$ cat src/hdl/fpc_regs.svh
// Operation
// [RL1] Force-max input held low drives every fan output at full duty.
// [RL2] A failed fan with zero-on-failure selected stays at zero duty despite force.
// [RL3] Fault output pulls low only while an unmasked fan fault is present.
// [RL4] Both power-up duty select pins are sampled once to choose initial duty.
// [RL5] Without crystal, clock output comes from the internal 32768 Hz oscillator.
// [RL6] With crystal enabled, clock output follows the crystal; it is never disabled.
// [RL7] Each fan output pin can be turned into a tach input instead.
// [RL8] Tach pulses give speed feedback for closed-loop speed control per fan.
// [RL9] Forced duty still ramps toward full at the programmed rate of change.
// [RL10] On force, channels activate one by one, spaced by the sequential delay.
// [RL11] The force override keeps working in standby.
// [RL12] Fault output asserts only after a selectable count of unmasked fault detections.
// [RL13] Select pins index a four-entry duty table, held until software writes targets.
`ifndef FPC_REGS_SVH
`define FPC_REGS_SVH

// -----------------------------------------------------------------------------
// Timing
// -----------------------------------------------------------------------------
`define FPC_CLK_HZ 250000000
`define FPC_OSC_HZ 32768
`define FPC_TACH_TICK_HZ 8192
`define FPC_MS_PER_S 1000
`define FPC_SYNC_SETTLE 2'h3

// -----------------------------------------------------------------------------
// Duty values, channel and counter limits
// -----------------------------------------------------------------------------
`define FPC_DUTY_FULL 9'h1FF
`define FPC_DUTY_ZERO 9'h000
`define FPC_PU_DUTY_0 9'h000
`define FPC_PU_DUTY_1 9'h0CC
`define FPC_PU_DUTY_2 9'h133
`define FPC_PU_DUTY_3 9'h1FF
`define FPC_LAST_CHAN 3'h5
`define FPC_TACH_MAX 11'h7FF
`define FPC_FAIL_MAX 3'h7

`endif

$ cat src/hdl/fpc_pkg.sv
`include "fpc_regs.svh"
package fpc_pkg;

   // -------------------------------------------------------------------------
   // Types
   // -------------------------------------------------------------------------
   typedef enum logic [1:0] {SEQ_IDLE, SEQ_RUN, SEQ_DONE} fpc_seq_t;

   typedef struct packed {
      logic [2:0] tsync;
      logic tstable;
      logic [8:0] duty;
      logic [8:0] sw_tgt;
      logic [8:0] rpm_tgt;
      logic [6:0] step_cnt;
      logic [10:0] tach_cnt;
      logic [10:0] tach_last;
      logic drive_low;
   } fpc_chan_t;

   typedef struct packed {
      logic [2:0] fsync;
      logic force_on;
      logic [2:0][1:0] psync;
      logic [1:0] pu_cnt;
      logic pu_done;
      logic init_load;
      logic [8:0] pu_duty;
      logic [17:0] ms_cnt;
      logic ms_tick;
      logic [14:0] tt_cnt;
      logic tt_tick;
      logic [11:0] osc_cnt;
      logic osc_int;
      logic [2:0] xsync;
      logic xstable;
      logic osc_out;
      logic xtal_drv;
      fpc_seq_t seq;
      logic [11:0] seq_ms;
      logic [2:0] seq_idx;
      logic [5:0] act;
      logic [5:0][2:0] fail_cnt;
      logic [5:0] failed;
      logic fault_oe;
      logic [8:0] pwm_cnt;
   } fpc_top_t;

   // Milliseconds per duty step; zero means jump straight to the target.
   function automatic logic [6:0] rate_ms(input logic [2:0] sel);
      case (sel)
         3'h0: rate_ms = 7'h00;
         3'h1: rate_ms = 7'h01;
         3'h2: rate_ms = 7'h02;
         3'h3: rate_ms = 7'h04;
         3'h4: rate_ms = 7'h08;
         3'h5: rate_ms = 7'h10;
         3'h6: rate_ms = 7'h20;
         default: rate_ms = 7'h7D;
      endcase
   endfunction

   // Sequential start spacing in milliseconds.
   function automatic logic [11:0] seq_delay_ms(input logic [2:0] sel);
      case (sel)
         3'h0: seq_delay_ms = 12'h000;
         3'h1: seq_delay_ms = 12'h0FA;
         3'h2: seq_delay_ms = 12'h1F4;
         3'h3: seq_delay_ms = 12'h3E8;
         3'h4: seq_delay_ms = 12'h7D0;
         default: seq_delay_ms = 12'hFA0;
      endcase
   endfunction

   // Number of fault detections that make a fan count as failed.
   function automatic logic [2:0] fault_limit(input logic [1:0] sel);
      case (sel)
         2'h0: fault_limit = 3'h1;
         2'h1: fault_limit = 3'h2;
         2'h2: fault_limit = 3'h4;
         default: fault_limit = 3'h6;
      endcase
   endfunction

endpackage

$ cat src/hdl/fpc_top.sv
`timescale 1ns/10ps
`include "fpc_regs.svh"
module fpc_top #(
   parameter int unsigned MS_CYCLES = `FPC_CLK_HZ / `FPC_MS_PER_S,
   parameter int unsigned TACH_TICK_CYCLES = `FPC_CLK_HZ / `FPC_TACH_TICK_HZ
) (
   // Clock and reset
   input wire logic core_clk_i,
   input wire logic rst_i,
   // Override and power-up pins
   input wire logic force_max_n_i,
   input wire logic [1:0] powerup_duty_sel_i,
   input wire logic standby_i,
   // Fan pins: open-drain outputs that double as tach inputs
   input wire logic [5:0] fan_pwm_out_i,
   output logic [5:0] fan_pwm_out_o,
   output logic [5:0] fan_pwm_out_oe_o,
   input wire logic [5:0] tach_in_i,
   // Per-channel control
   input wire logic [5:0] pwm_as_tach_i,
   input wire logic [5:0] rpm_mode_i,
   input wire logic [17:0] rate_sel_i,
   input wire logic [65:0] tach_target_i,
   input wire logic [5:0] duty_wr_i,
   input wire logic [8:0] duty_wdata_i,
   input wire logic [5:0] zero_on_fail_i,
   input wire logic [2:0] seq_delay_sel_i,
   // Channel status
   output logic [53:0] duty_o,
   output logic [65:0] tach_count_o,
   // Fault reporting
   input wire logic [5:0] fault_event_i,
   input wire logic [5:0] fault_clear_i,
   input wire logic [5:0] fault_mask_i,
   input wire logic [1:0] fault_limit_sel_i,
   output logic [5:0] fan_failed_o,
   output logic fan_fault_n_o,
   output logic fan_fault_n_oe_o,
   // Oscillator
   input wire logic crystal_enable_i,
   input wire logic crystal_in_i,
   output logic crystal_out_o,
   output logic osc_clock_out_o
);

   localparam int unsigned OSC_HALF = `FPC_CLK_HZ / (2 * `FPC_OSC_HZ);

   fpc_pkg::fpc_top_t s;
   fpc_pkg::fpc_top_t next_s;
   logic [2:0] lim;

   // -------------------------------------------------------------------------
   // Next-state logic
   // -------------------------------------------------------------------------
   // Time bases, pin synchronisers, power-up latch, start sequence and fault counts.
   always_comb begin
      next_s = s;
      lim = fpc_pkg::fault_limit(fault_limit_sel_i);
      next_s.init_load = 1'b0;
      next_s.ms_tick = 1'b0;
      next_s.tt_tick = 1'b0;
      next_s.pwm_cnt = (s.pwm_cnt == `FPC_DUTY_FULL - 9'h001) ? 9'h000 : s.pwm_cnt + 9'h001;
      if (s.ms_cnt == 18'(MS_CYCLES - 1)) begin
         next_s.ms_cnt = 18'h00000;
         next_s.ms_tick = 1'b1;
      end else begin
         next_s.ms_cnt = s.ms_cnt + 18'h00001;
      end
      if (s.tt_cnt == 15'(TACH_TICK_CYCLES - 1)) begin
         next_s.tt_cnt = 15'h0000;
         next_s.tt_tick = 1'b1;
      end else begin
         next_s.tt_cnt = s.tt_cnt + 15'h0001;
      end
      // Internal oscillator: divided core clock, free running from reset.
      if (s.osc_cnt == 12'(OSC_HALF - 1)) begin
         next_s.osc_cnt = 12'h000;
         next_s.osc_int = ~s.osc_int; // RL5
      end else begin
         next_s.osc_cnt = s.osc_cnt + 12'h001;
      end
      // Crystal path; the clock output has no off state, only a source switch.
      next_s.xsync = {s.xsync[1:0], crystal_in_i};
      if (s.xsync[1] == s.xsync[2]) begin
         next_s.xstable = s.xsync[2];
      end
      next_s.osc_out = crystal_enable_i ? s.xstable : s.osc_int; // RL5 RL6
      next_s.xtal_drv = crystal_enable_i & ~s.xstable;
      // Force pin is active low; the flops hold it inverted so that their cleared state
      // reads as an idle pin and reset cannot start a false force.
      next_s.fsync = {s.fsync[1:0], ~force_max_n_i};
      if (s.fsync[1] == s.fsync[2]) begin
         next_s.force_on = s.fsync[2];
      end
      // Select pins are latched exactly once, after the synchroniser has filled.
      next_s.psync = {s.psync[1:0], powerup_duty_sel_i};
      if (!s.pu_done) begin
         if (s.pu_cnt != `FPC_SYNC_SETTLE) begin
            next_s.pu_cnt = s.pu_cnt + 2'h1;
         end else if (s.psync[1] == s.psync[2]) begin
            next_s.pu_done = 1'b1; // RL4
            next_s.init_load = 1'b1;
            case (s.psync[2])
               2'h0: next_s.pu_duty = `FPC_PU_DUTY_0; // RL13
               2'h1: next_s.pu_duty = `FPC_PU_DUTY_1;
               2'h2: next_s.pu_duty = `FPC_PU_DUTY_2;
               default: next_s.pu_duty = `FPC_PU_DUTY_3;
            endcase
         end
      end
      // Start sequence: channel 1 first, then one more per elapsed delay.
      case (s.seq)
         fpc_pkg::SEQ_IDLE: begin
            next_s.act = 6'h00;
            if (s.force_on) begin
               next_s.seq = fpc_pkg::SEQ_RUN;
               next_s.seq_idx = 3'h0;
               // Start above every delay so channel 1 goes at once.
               next_s.seq_ms = 12'hFFF; // RL10
            end
         end
         fpc_pkg::SEQ_RUN: begin
            if (!s.force_on) begin
               next_s.seq = fpc_pkg::SEQ_IDLE;
               next_s.act = 6'h00;
            end else if (s.seq_ms >= fpc_pkg::seq_delay_ms(seq_delay_sel_i)) begin
               next_s.act[s.seq_idx] = 1'b1; // RL10
               next_s.seq_ms = 12'h000;
               if (s.seq_idx == `FPC_LAST_CHAN) begin
                  next_s.seq = fpc_pkg::SEQ_DONE;
               end else begin
                  next_s.seq_idx = s.seq_idx + 3'h1;
               end
            end else if (s.ms_tick) begin
               next_s.seq_ms = s.seq_ms + 12'h001;
            end
         end
         fpc_pkg::SEQ_DONE: begin
            if (!s.force_on) begin
               next_s.seq = fpc_pkg::SEQ_IDLE;
               next_s.act = 6'h00;
            end
         end
         default: begin
            next_s.seq = fpc_pkg::SEQ_IDLE;
         end
      endcase
      // A detection in the same cycle as a clear is counted after the clear.
      for (int c = 0; c < 6; c++) begin
         if (fault_clear_i[c]) begin
            next_s.fail_cnt[c] = 3'h0;
            next_s.failed[c] = 1'b0;
         end
         if (fault_event_i[c]) begin
            if (next_s.fail_cnt[c] != `FPC_FAIL_MAX) begin
               next_s.fail_cnt[c] = next_s.fail_cnt[c] + 3'h1;
            end
            if (next_s.fail_cnt[c] >= lim) begin
               next_s.failed[c] = 1'b1; // RL12
            end
         end
      end
      next_s.fault_oe = |(next_s.failed & ~fault_mask_i); // RL3 RL12
   end

   // -------------------------------------------------------------------------
   // State register
   // -------------------------------------------------------------------------
   always_ff @(posedge core_clk_i) begin
      if (rst_i) begin
         s <= '0;
      end else begin
         s <= next_s;
      end
   end

   // -------------------------------------------------------------------------
   // Channels
   // -------------------------------------------------------------------------
   // The pin doubles as the tach source when turned around.
   for (genvar c = 0; c < 6; c++) begin : g_chan
      fpc_channel u_chan (
         .core_clk_i(core_clk_i),
         .rst_i(rst_i),
         .pwm_cnt_i(s.pwm_cnt),
         .ms_tick_i(s.ms_tick),
         .tach_tick_i(s.tt_tick),
         .rate_sel_i(rate_sel_i[3*c +: 3]),
         .rpm_mode_i(rpm_mode_i[c]),
         .tach_target_i(tach_target_i[11*c +: 11]),
         .sw_wr_i(duty_wr_i[c]),
         .sw_duty_i(duty_wdata_i),
         .init_load_i(s.init_load),
         .init_duty_i(s.pu_duty),
         .forced_i(s.force_on & s.act[c]),
         .zero_i(s.failed[c] & zero_on_fail_i[c]),
         .standby_i(standby_i),
         .as_tach_i(pwm_as_tach_i[c]),
         .tach_pin_i(pwm_as_tach_i[c] ? fan_pwm_out_i[c] : tach_in_i[c]),
         .pwm_oe_o(fan_pwm_out_oe_o[c]),
         .duty_o(duty_o[9*c +: 9]),
         .tach_count_o(tach_count_o[11*c +: 11])
      );
   end

   // Open-drain pins only ever drive low.
   assign fan_pwm_out_o = 6'h00;
   assign fan_fault_n_o = 1'b0;
   assign fan_fault_n_oe_o = s.fault_oe;
   assign fan_failed_o = s.failed;
   assign osc_clock_out_o = s.osc_out;
   assign crystal_out_o = s.xtal_drv;
endmodule // fpc_top

$ cat src/hdl/fpc_channel.sv
`timescale 1ns/10ps
`include "fpc_regs.svh"
module fpc_channel (
   // Clock and reset
   input wire logic core_clk_i,
   input wire logic rst_i,
   // Shared time base
   input wire logic [8:0] pwm_cnt_i,
   input wire logic ms_tick_i,
   input wire logic tach_tick_i,
   // Control
   input wire logic [2:0] rate_sel_i,
   input wire logic rpm_mode_i,
   input wire logic [10:0] tach_target_i,
   input wire logic sw_wr_i,
   input wire logic [8:0] sw_duty_i,
   input wire logic init_load_i,
   input wire logic [8:0] init_duty_i,
   input wire logic forced_i,
   input wire logic zero_i,
   input wire logic standby_i,
   input wire logic as_tach_i,
   // Pins and status
   input wire logic tach_pin_i,
   output logic pwm_oe_o,
   output logic [8:0] duty_o,
   output logic [10:0] tach_count_o
);

   fpc_pkg::fpc_chan_t s;
   fpc_pkg::fpc_chan_t next_s;
   logic tedge;
   logic [8:0] tgt;
   logic [6:0] step;

   // -------------------------------------------------------------------------
   // Next-state logic
   // -------------------------------------------------------------------------
   // Target priority: failure-zero, then force, then standby, then loop or software.
   always_comb begin
      next_s = s;
      tedge = 1'b0;
      step = fpc_pkg::rate_ms(rate_sel_i);
      // The synchroniser holds the inverted pin, so its cleared state matches an idle
      // pulled-up line and no false tach edge follows reset.
      next_s.tsync = {s.tsync[1:0], ~tach_pin_i};
      if (s.tsync[1] == s.tsync[2]) begin
         next_s.tstable = s.tsync[2];
         tedge = ~s.tsync[2] & s.tstable;
      end
      if (tach_tick_i && s.tach_cnt != `FPC_TACH_MAX) begin
         next_s.tach_cnt = s.tach_cnt + 11'h001;
      end
      // Each tach period nudges the loop target toward the wanted count.
      if (tedge) begin
         next_s.tach_last = s.tach_cnt;
         next_s.tach_cnt = 11'h000;
         if (rpm_mode_i && s.tach_cnt > tach_target_i && s.rpm_tgt != `FPC_DUTY_FULL) begin
            next_s.rpm_tgt = s.rpm_tgt + 9'h001; // RL8
         end else if (rpm_mode_i && s.tach_cnt < tach_target_i && s.rpm_tgt != `FPC_DUTY_ZERO) begin
            next_s.rpm_tgt = s.rpm_tgt - 9'h001; // RL8
         end
      end
      if (init_load_i) begin
         next_s.sw_tgt = init_duty_i; // RL13
         next_s.rpm_tgt = init_duty_i;
      end
      if (sw_wr_i) begin
         next_s.sw_tgt = sw_duty_i; // RL13
      end
      if (zero_i) begin
         tgt = `FPC_DUTY_ZERO; // RL2
      end else if (forced_i) begin
         tgt = `FPC_DUTY_FULL; // RL1 RL11
      end else if (standby_i) begin
         tgt = `FPC_DUTY_ZERO;
      end else if (rpm_mode_i) begin
         tgt = s.rpm_tgt;
      end else begin
         tgt = s.sw_tgt;
      end
      // Duty walks one step per rate period, even when forced.
      if (step == 7'h00) begin
         next_s.duty = tgt;
         next_s.step_cnt = 7'h00;
      end else if (ms_tick_i) begin
         if (s.step_cnt + 7'h01 >= step) begin
            next_s.step_cnt = 7'h00;
            if (s.duty < tgt) begin
               next_s.duty = s.duty + 9'h001; // RL9
            end else if (s.duty > tgt) begin
               next_s.duty = s.duty - 9'h001;
            end
         end else begin
            next_s.step_cnt = s.step_cnt + 7'h01;
         end
      end
      // Open drain: pull low in the low phase, let go when used as a tach input.
      next_s.drive_low = ~as_tach_i & ~(pwm_cnt_i < s.duty); // RL7
   end

   // -------------------------------------------------------------------------
   // State register
   // -------------------------------------------------------------------------
   always_ff @(posedge core_clk_i) begin
      if (rst_i) begin
         s <= '0;
      end else begin
         s <= next_s;
      end
   end

   assign pwm_oe_o = s.drive_low;
   assign duty_o = s.duty;
   assign tach_count_o = s.tach_last;
endmodule // fpc_channel

$ cat config.mk
export PLATFORM = sky130hd
export DESIGN_NAME = fpc_top
export DESIGN_NICKNAME = d
export VERILOG_FILES = /design/src/hdl/fpc_pkg.sv /design/src/hdl/fpc_top.sv /design/src/hdl/fpc_channel.sv
export VERILOG_INCLUDE_DIRS = /design/src /design/src/hdl
export SDC_FILE = /design/constraint.sdc
export NUM_CORES = 2
export LEC_CHECK = 0
export BUFFER_PORTS_ARGS = -buffer_cell sky130_fd_sc_hd__buf_2
export CORE_ASPECT_RATIO = 0.7
export CORE_MARGIN = 4
export CORE_UTILIZATION = 60
export DETAILED_ROUTE_END_ITERATION = 10
export PLACE_DENSITY = 0.81
export SLEW_MARGIN = 40
export SYNTH_ARGS = -nofsm -noshare
export SYNTH_HDL_FRONTEND = slang
export SYNTH_SLANG_ARGS = --single-unit
$ cat constraint.sdc
create_clock -name core_clk_i -period 12.28 [get_ports core_clk_i]
set_clock_uncertainty 0.2 [all_clocks]
set_input_delay 0.614 -clock core_clk_i [delete_from_list [all_inputs] [get_ports core_clk_i]]
set_output_delay 0.614 -clock core_clk_i [all_outputs]
set_load 0.03 [all_outputs]
==> impl_metrics.ini <==
[die]
io_pins = 302
chipHeight_um = 202
site_row_count = 70
dieArea_um2 = 57700
core_area_um2 = 52700
floorplan.initialDensity_pct = 61.3
die_width_um = 285

[logic_synthesis]
synth_top_cells_by_count = sky130_fd_sc_hd__dfxtp_1 (493), sky130_fd_sc_hd__nand2_1 (442), sky130_fd_sc_hd__a21oi_1 (401)
synth_enable_flop_cells = 0
asyncSetResetFlopFracSynth_pct = 0
synth_cell_types = 75
synth_flop_cell = sky130_fd_sc_hd__dfxtp_1
synth_warnings = 0
netlist.top_cell.by_area = sky130_fd_sc_hd__dfxtp_1
synth.avg_cell_area_um2 = 8.10
share_of_the_synthesized_area_in_the_top_cell_type_pct = 30.5
synth_area_um2 = 32300
synth.yosys.seq_area_share_pct = 30.5
cell_with_the_most_instances_after_synthesis = sky130_fd_sc_hd__dfxtp_1
yosys_register_bits = 493
post_synth_inst_count = 3987
ys_top_cells_by_area = sky130_fd_sc_hd__dfxtp_1 (31%), sky130_fd_sc_hd__ha_1 (14%), sky130_fd_sc_hd__a21oi_1 (6.2%)

[cts]
cts_buffers = 49
postCtsResizedCells = 0
cts.sinks = 493
clkTransAtPathRegs_ps = 70
max-clock-path-buffers = 3
clock-root-buffer = sky130_fd_sc_hd__clkbuf_16
tritoncts = done
cts_htree_levels = 2
clock_insertion_delay_worst_skew_ps = 600

[timing]
setup_tns_ps = 0
slew_headroom_pct = 40.9
post-route-period-util_pct = 37.9
hold_viol = 0
rsz0062_at_grt = false
final_period_minus_worst_setup_slack_ps = 4660
worst_slew_pin_slew_ps = 886
timing.fmax_ghz = 0.215
finalSetupViolations = 0
final-max-slew-violation-count = 0

[route]
wl_per_cell_um = 17.0
count_of_unresolved_drc_violations_after_routing = 0
detail-route-antenna-nets = 0
initial_drt_markers = 2293
drt-pass1-iter-count = 5
dr_total_vias = 28017
vias_per_cell = 5.81
wl_um = 81700

[layout]
fillCellCount = 4478
design.final.nets = 4579
drive_gt1_share_pct = 11.2
synthToLayoutAreaGrowth_pct = 8.33

[worst_setup_path]
worstPathMaxFanout = 14
start_kind = register
critical_path_at_ps = 4960
crit_required_ps = 12590
ff2ff_setup_slack_ps = 7620
setup.worst_path.class = register to register
worst_setup_path_end_kind = register

[pwr]
switching_power_uw = 1210
power_frac_comb_pct = 20.2
finalPower_uw = 4140
power_frac_clock_pct = 38.4
p_int_uw = 2930
pwr_density_cell_nw_per_um2 = 118
sequential_fraction_of_design_power_pct = 41.4
sw_frac_of_total_pct = 29.2
vdd_ir_drop_max_uv = 95.3
leakagePower_uw = 0.0150

[hold_path]
timing.hold.worst.class = input pin to register

[flow_run]
timing.max_cap.violations = 0

[placed_design]
place_congestion = 0.958
place.port_buffers = 294
dp_hpwl_um = 60600

[grt]
first_global_vias = 25979
largest_net_degree_at_the_start_of_global_routing = 124
grt_overflow = 0
grt.total_usage_pct = 27.1
grt_first_pass_wirelength_um = 132000
grt_antenna_before_repair = 10

[outcome]
status = finished clean
-- power by group through the flow --
stage	combinational, µW	sequential (µW)	clock, µW
after CTS	830	1710	1610
final	838	1720	1590
after global routing	938	1720	1680
after floorplan	650	1720	0
after global placement	797	1750	0
after detailed placement	822	1750	0
-- cell type report --
type / instances / area [µm²] / share of cell area (%)
diodes: 5 / 12.5 / 0.0357
clock buffers: 67 / 1430 / 4.10
clock inverters: 23 / 262 / 0.747
inverters: 169 / 634 / 1.81
multi-input cells: 3028 / 20200 / 57.7
flip-flops and latches: 493 / 9870 / 28.2
well taps: 720 / 901 / 2.57
repair buffers: 314 / 1680 / 4.79
-- logic make-up after synthesis --
logic type               Yosys count  share of synthesized area, %
XOR/XNOR                         222                          6.02
AND/OR/NAND/NOR                 1341                          19.2
flip-flops                       493                          30.5
other                              1                        0.0116
adder cells (fa/ha/maj)          364                          14.4
multiplexers                     137                          4.27
buffers and inverters            472                          7.38
AO/OA/AOI/OAI                    957                          18.2
-- metal layers --
metal  track usage (%)  vias up  part of all wire, %
met5                 0        -                0.042
met4              7.14        6                  2.2
met3              5.17      141                  8.0
met2              43.1      837                   44
met1              38.0    13036                   45
li1                  -    13997                    -
-- repair_timing --
| action | in CTS | in global routing |
|---|---|---|
| hold buffers | 7 | 0 |
| setup buffers | 0 | 0 |
| hold endpoints to repair | 7 | 0 |
-- registers in the layout (all words and copies together) (netlist names) --
signal,count
g_chan.u_chan.s,228
crystal_out_o,1
next_s,8
fan_failed_o,6
g_chan.u_chan.duty_o,54
fan_fault_n_oe_o,1
osc_clock_out_o,1
g_chan.u_chan.pwm_oe_o,6
g_chan.u_chan.next_s,12
g_chan.u_chan.tach_count_o,66
s,110
-- worst paths after layout --
| kind | start | cells after the start | to |
|---|---|---|---|
| setup / recovery | s[130] | 17 | g_chan[4].u_chan.duty_o[8] |
| hold / removal | fan_pwm_out_i[2] | 2 | g_chan[2].u_chan.next_s[59] |
| setup reg to reg | s[130] | 17 | g_chan[4].u_chan.duty_o[8] |
| hold reg to reg | g_chan[3].u_chan.tach_count_o[4] | 2 | g_chan[3].u_chan.tach_count_o[4] |
-- layout by cell type, fill, tap and decap left out, drive strengths merged, types with 14 or more instances in the layout --
cell,synthesis,layout
a211oi,49,49
a21o,107,107
a21oi,406,406
a311oi,26,26
and2,15,15
and3,30,30
buf,175,307
clkbuf,128,67
dfxtp,493,493
ha,352,352
inv,168,171
mux2i,130,130
nand2,442,442
nand2b,46,46
nand3,115,115
nand4,51,51
nor2,379,379
nor2b,70,70
nor3,76,76
nor4,17,17
o21a,25,25
o21ai,202,202
o22ai,17,17
o41ai,14,14
or2,17,17
or3,54,54
xnor2,131,131
xor2,91,91
-- stage by stage --
| stage | util [%] | cells | instance area [µm²] | setup WS, ps | hold WS (ps) |
|---|---|---|---|---|---|
| finish | 66.4 | 4819 | 35000 | 7620 | 30.8 |
| CTS | 66.4 | 4814 | 35000 | 7690 | 8.04 |
| global route | 66.4 | 4816 | 35000 | 7310 | 12.6 |
| global placement | 62.8 | 4716 | 33100 | 7430 | 215 |
| floorplan | - | 3993 | 32300 | 7780 | 214 |
| detailed placement | 63.0 | 4717 | 33200 | 7330 | 240 |
-- worst max-delay path, cell delays in order (launching register included) --
cell and delay (ps):
sky130_fd_sc_hd__dfxtp_1 600, sky130_fd_sc_hd__nand2_1 330, sky130_fd_sc_hd__o21ai_0 170, sky130_fd_sc_hd__nand2_1 110
sky130_fd_sc_hd__ha_1 320, sky130_fd_sc_hd__a21o_1 180, sky130_fd_sc_hd__a21o_1 190, sky130_fd_sc_hd__a21o_1 150
sky130_fd_sc_hd__a31oi_1 260, sky130_fd_sc_hd__inv_1 240, sky130_fd_sc_hd__fa_1 460, sky130_fd_sc_hd__a21o_1 190
sky130_fd_sc_hd__a211oi_1 220, sky130_fd_sc_hd__nor2_1 90, sky130_fd_sc_hd__o22ai_1 200, sky130_fd_sc_hd__xnor2_1 90
sky130_fd_sc_hd__or3_1 320, sky130_fd_sc_hd__a311oi_1 260
(Power assumes the default switching activity.)
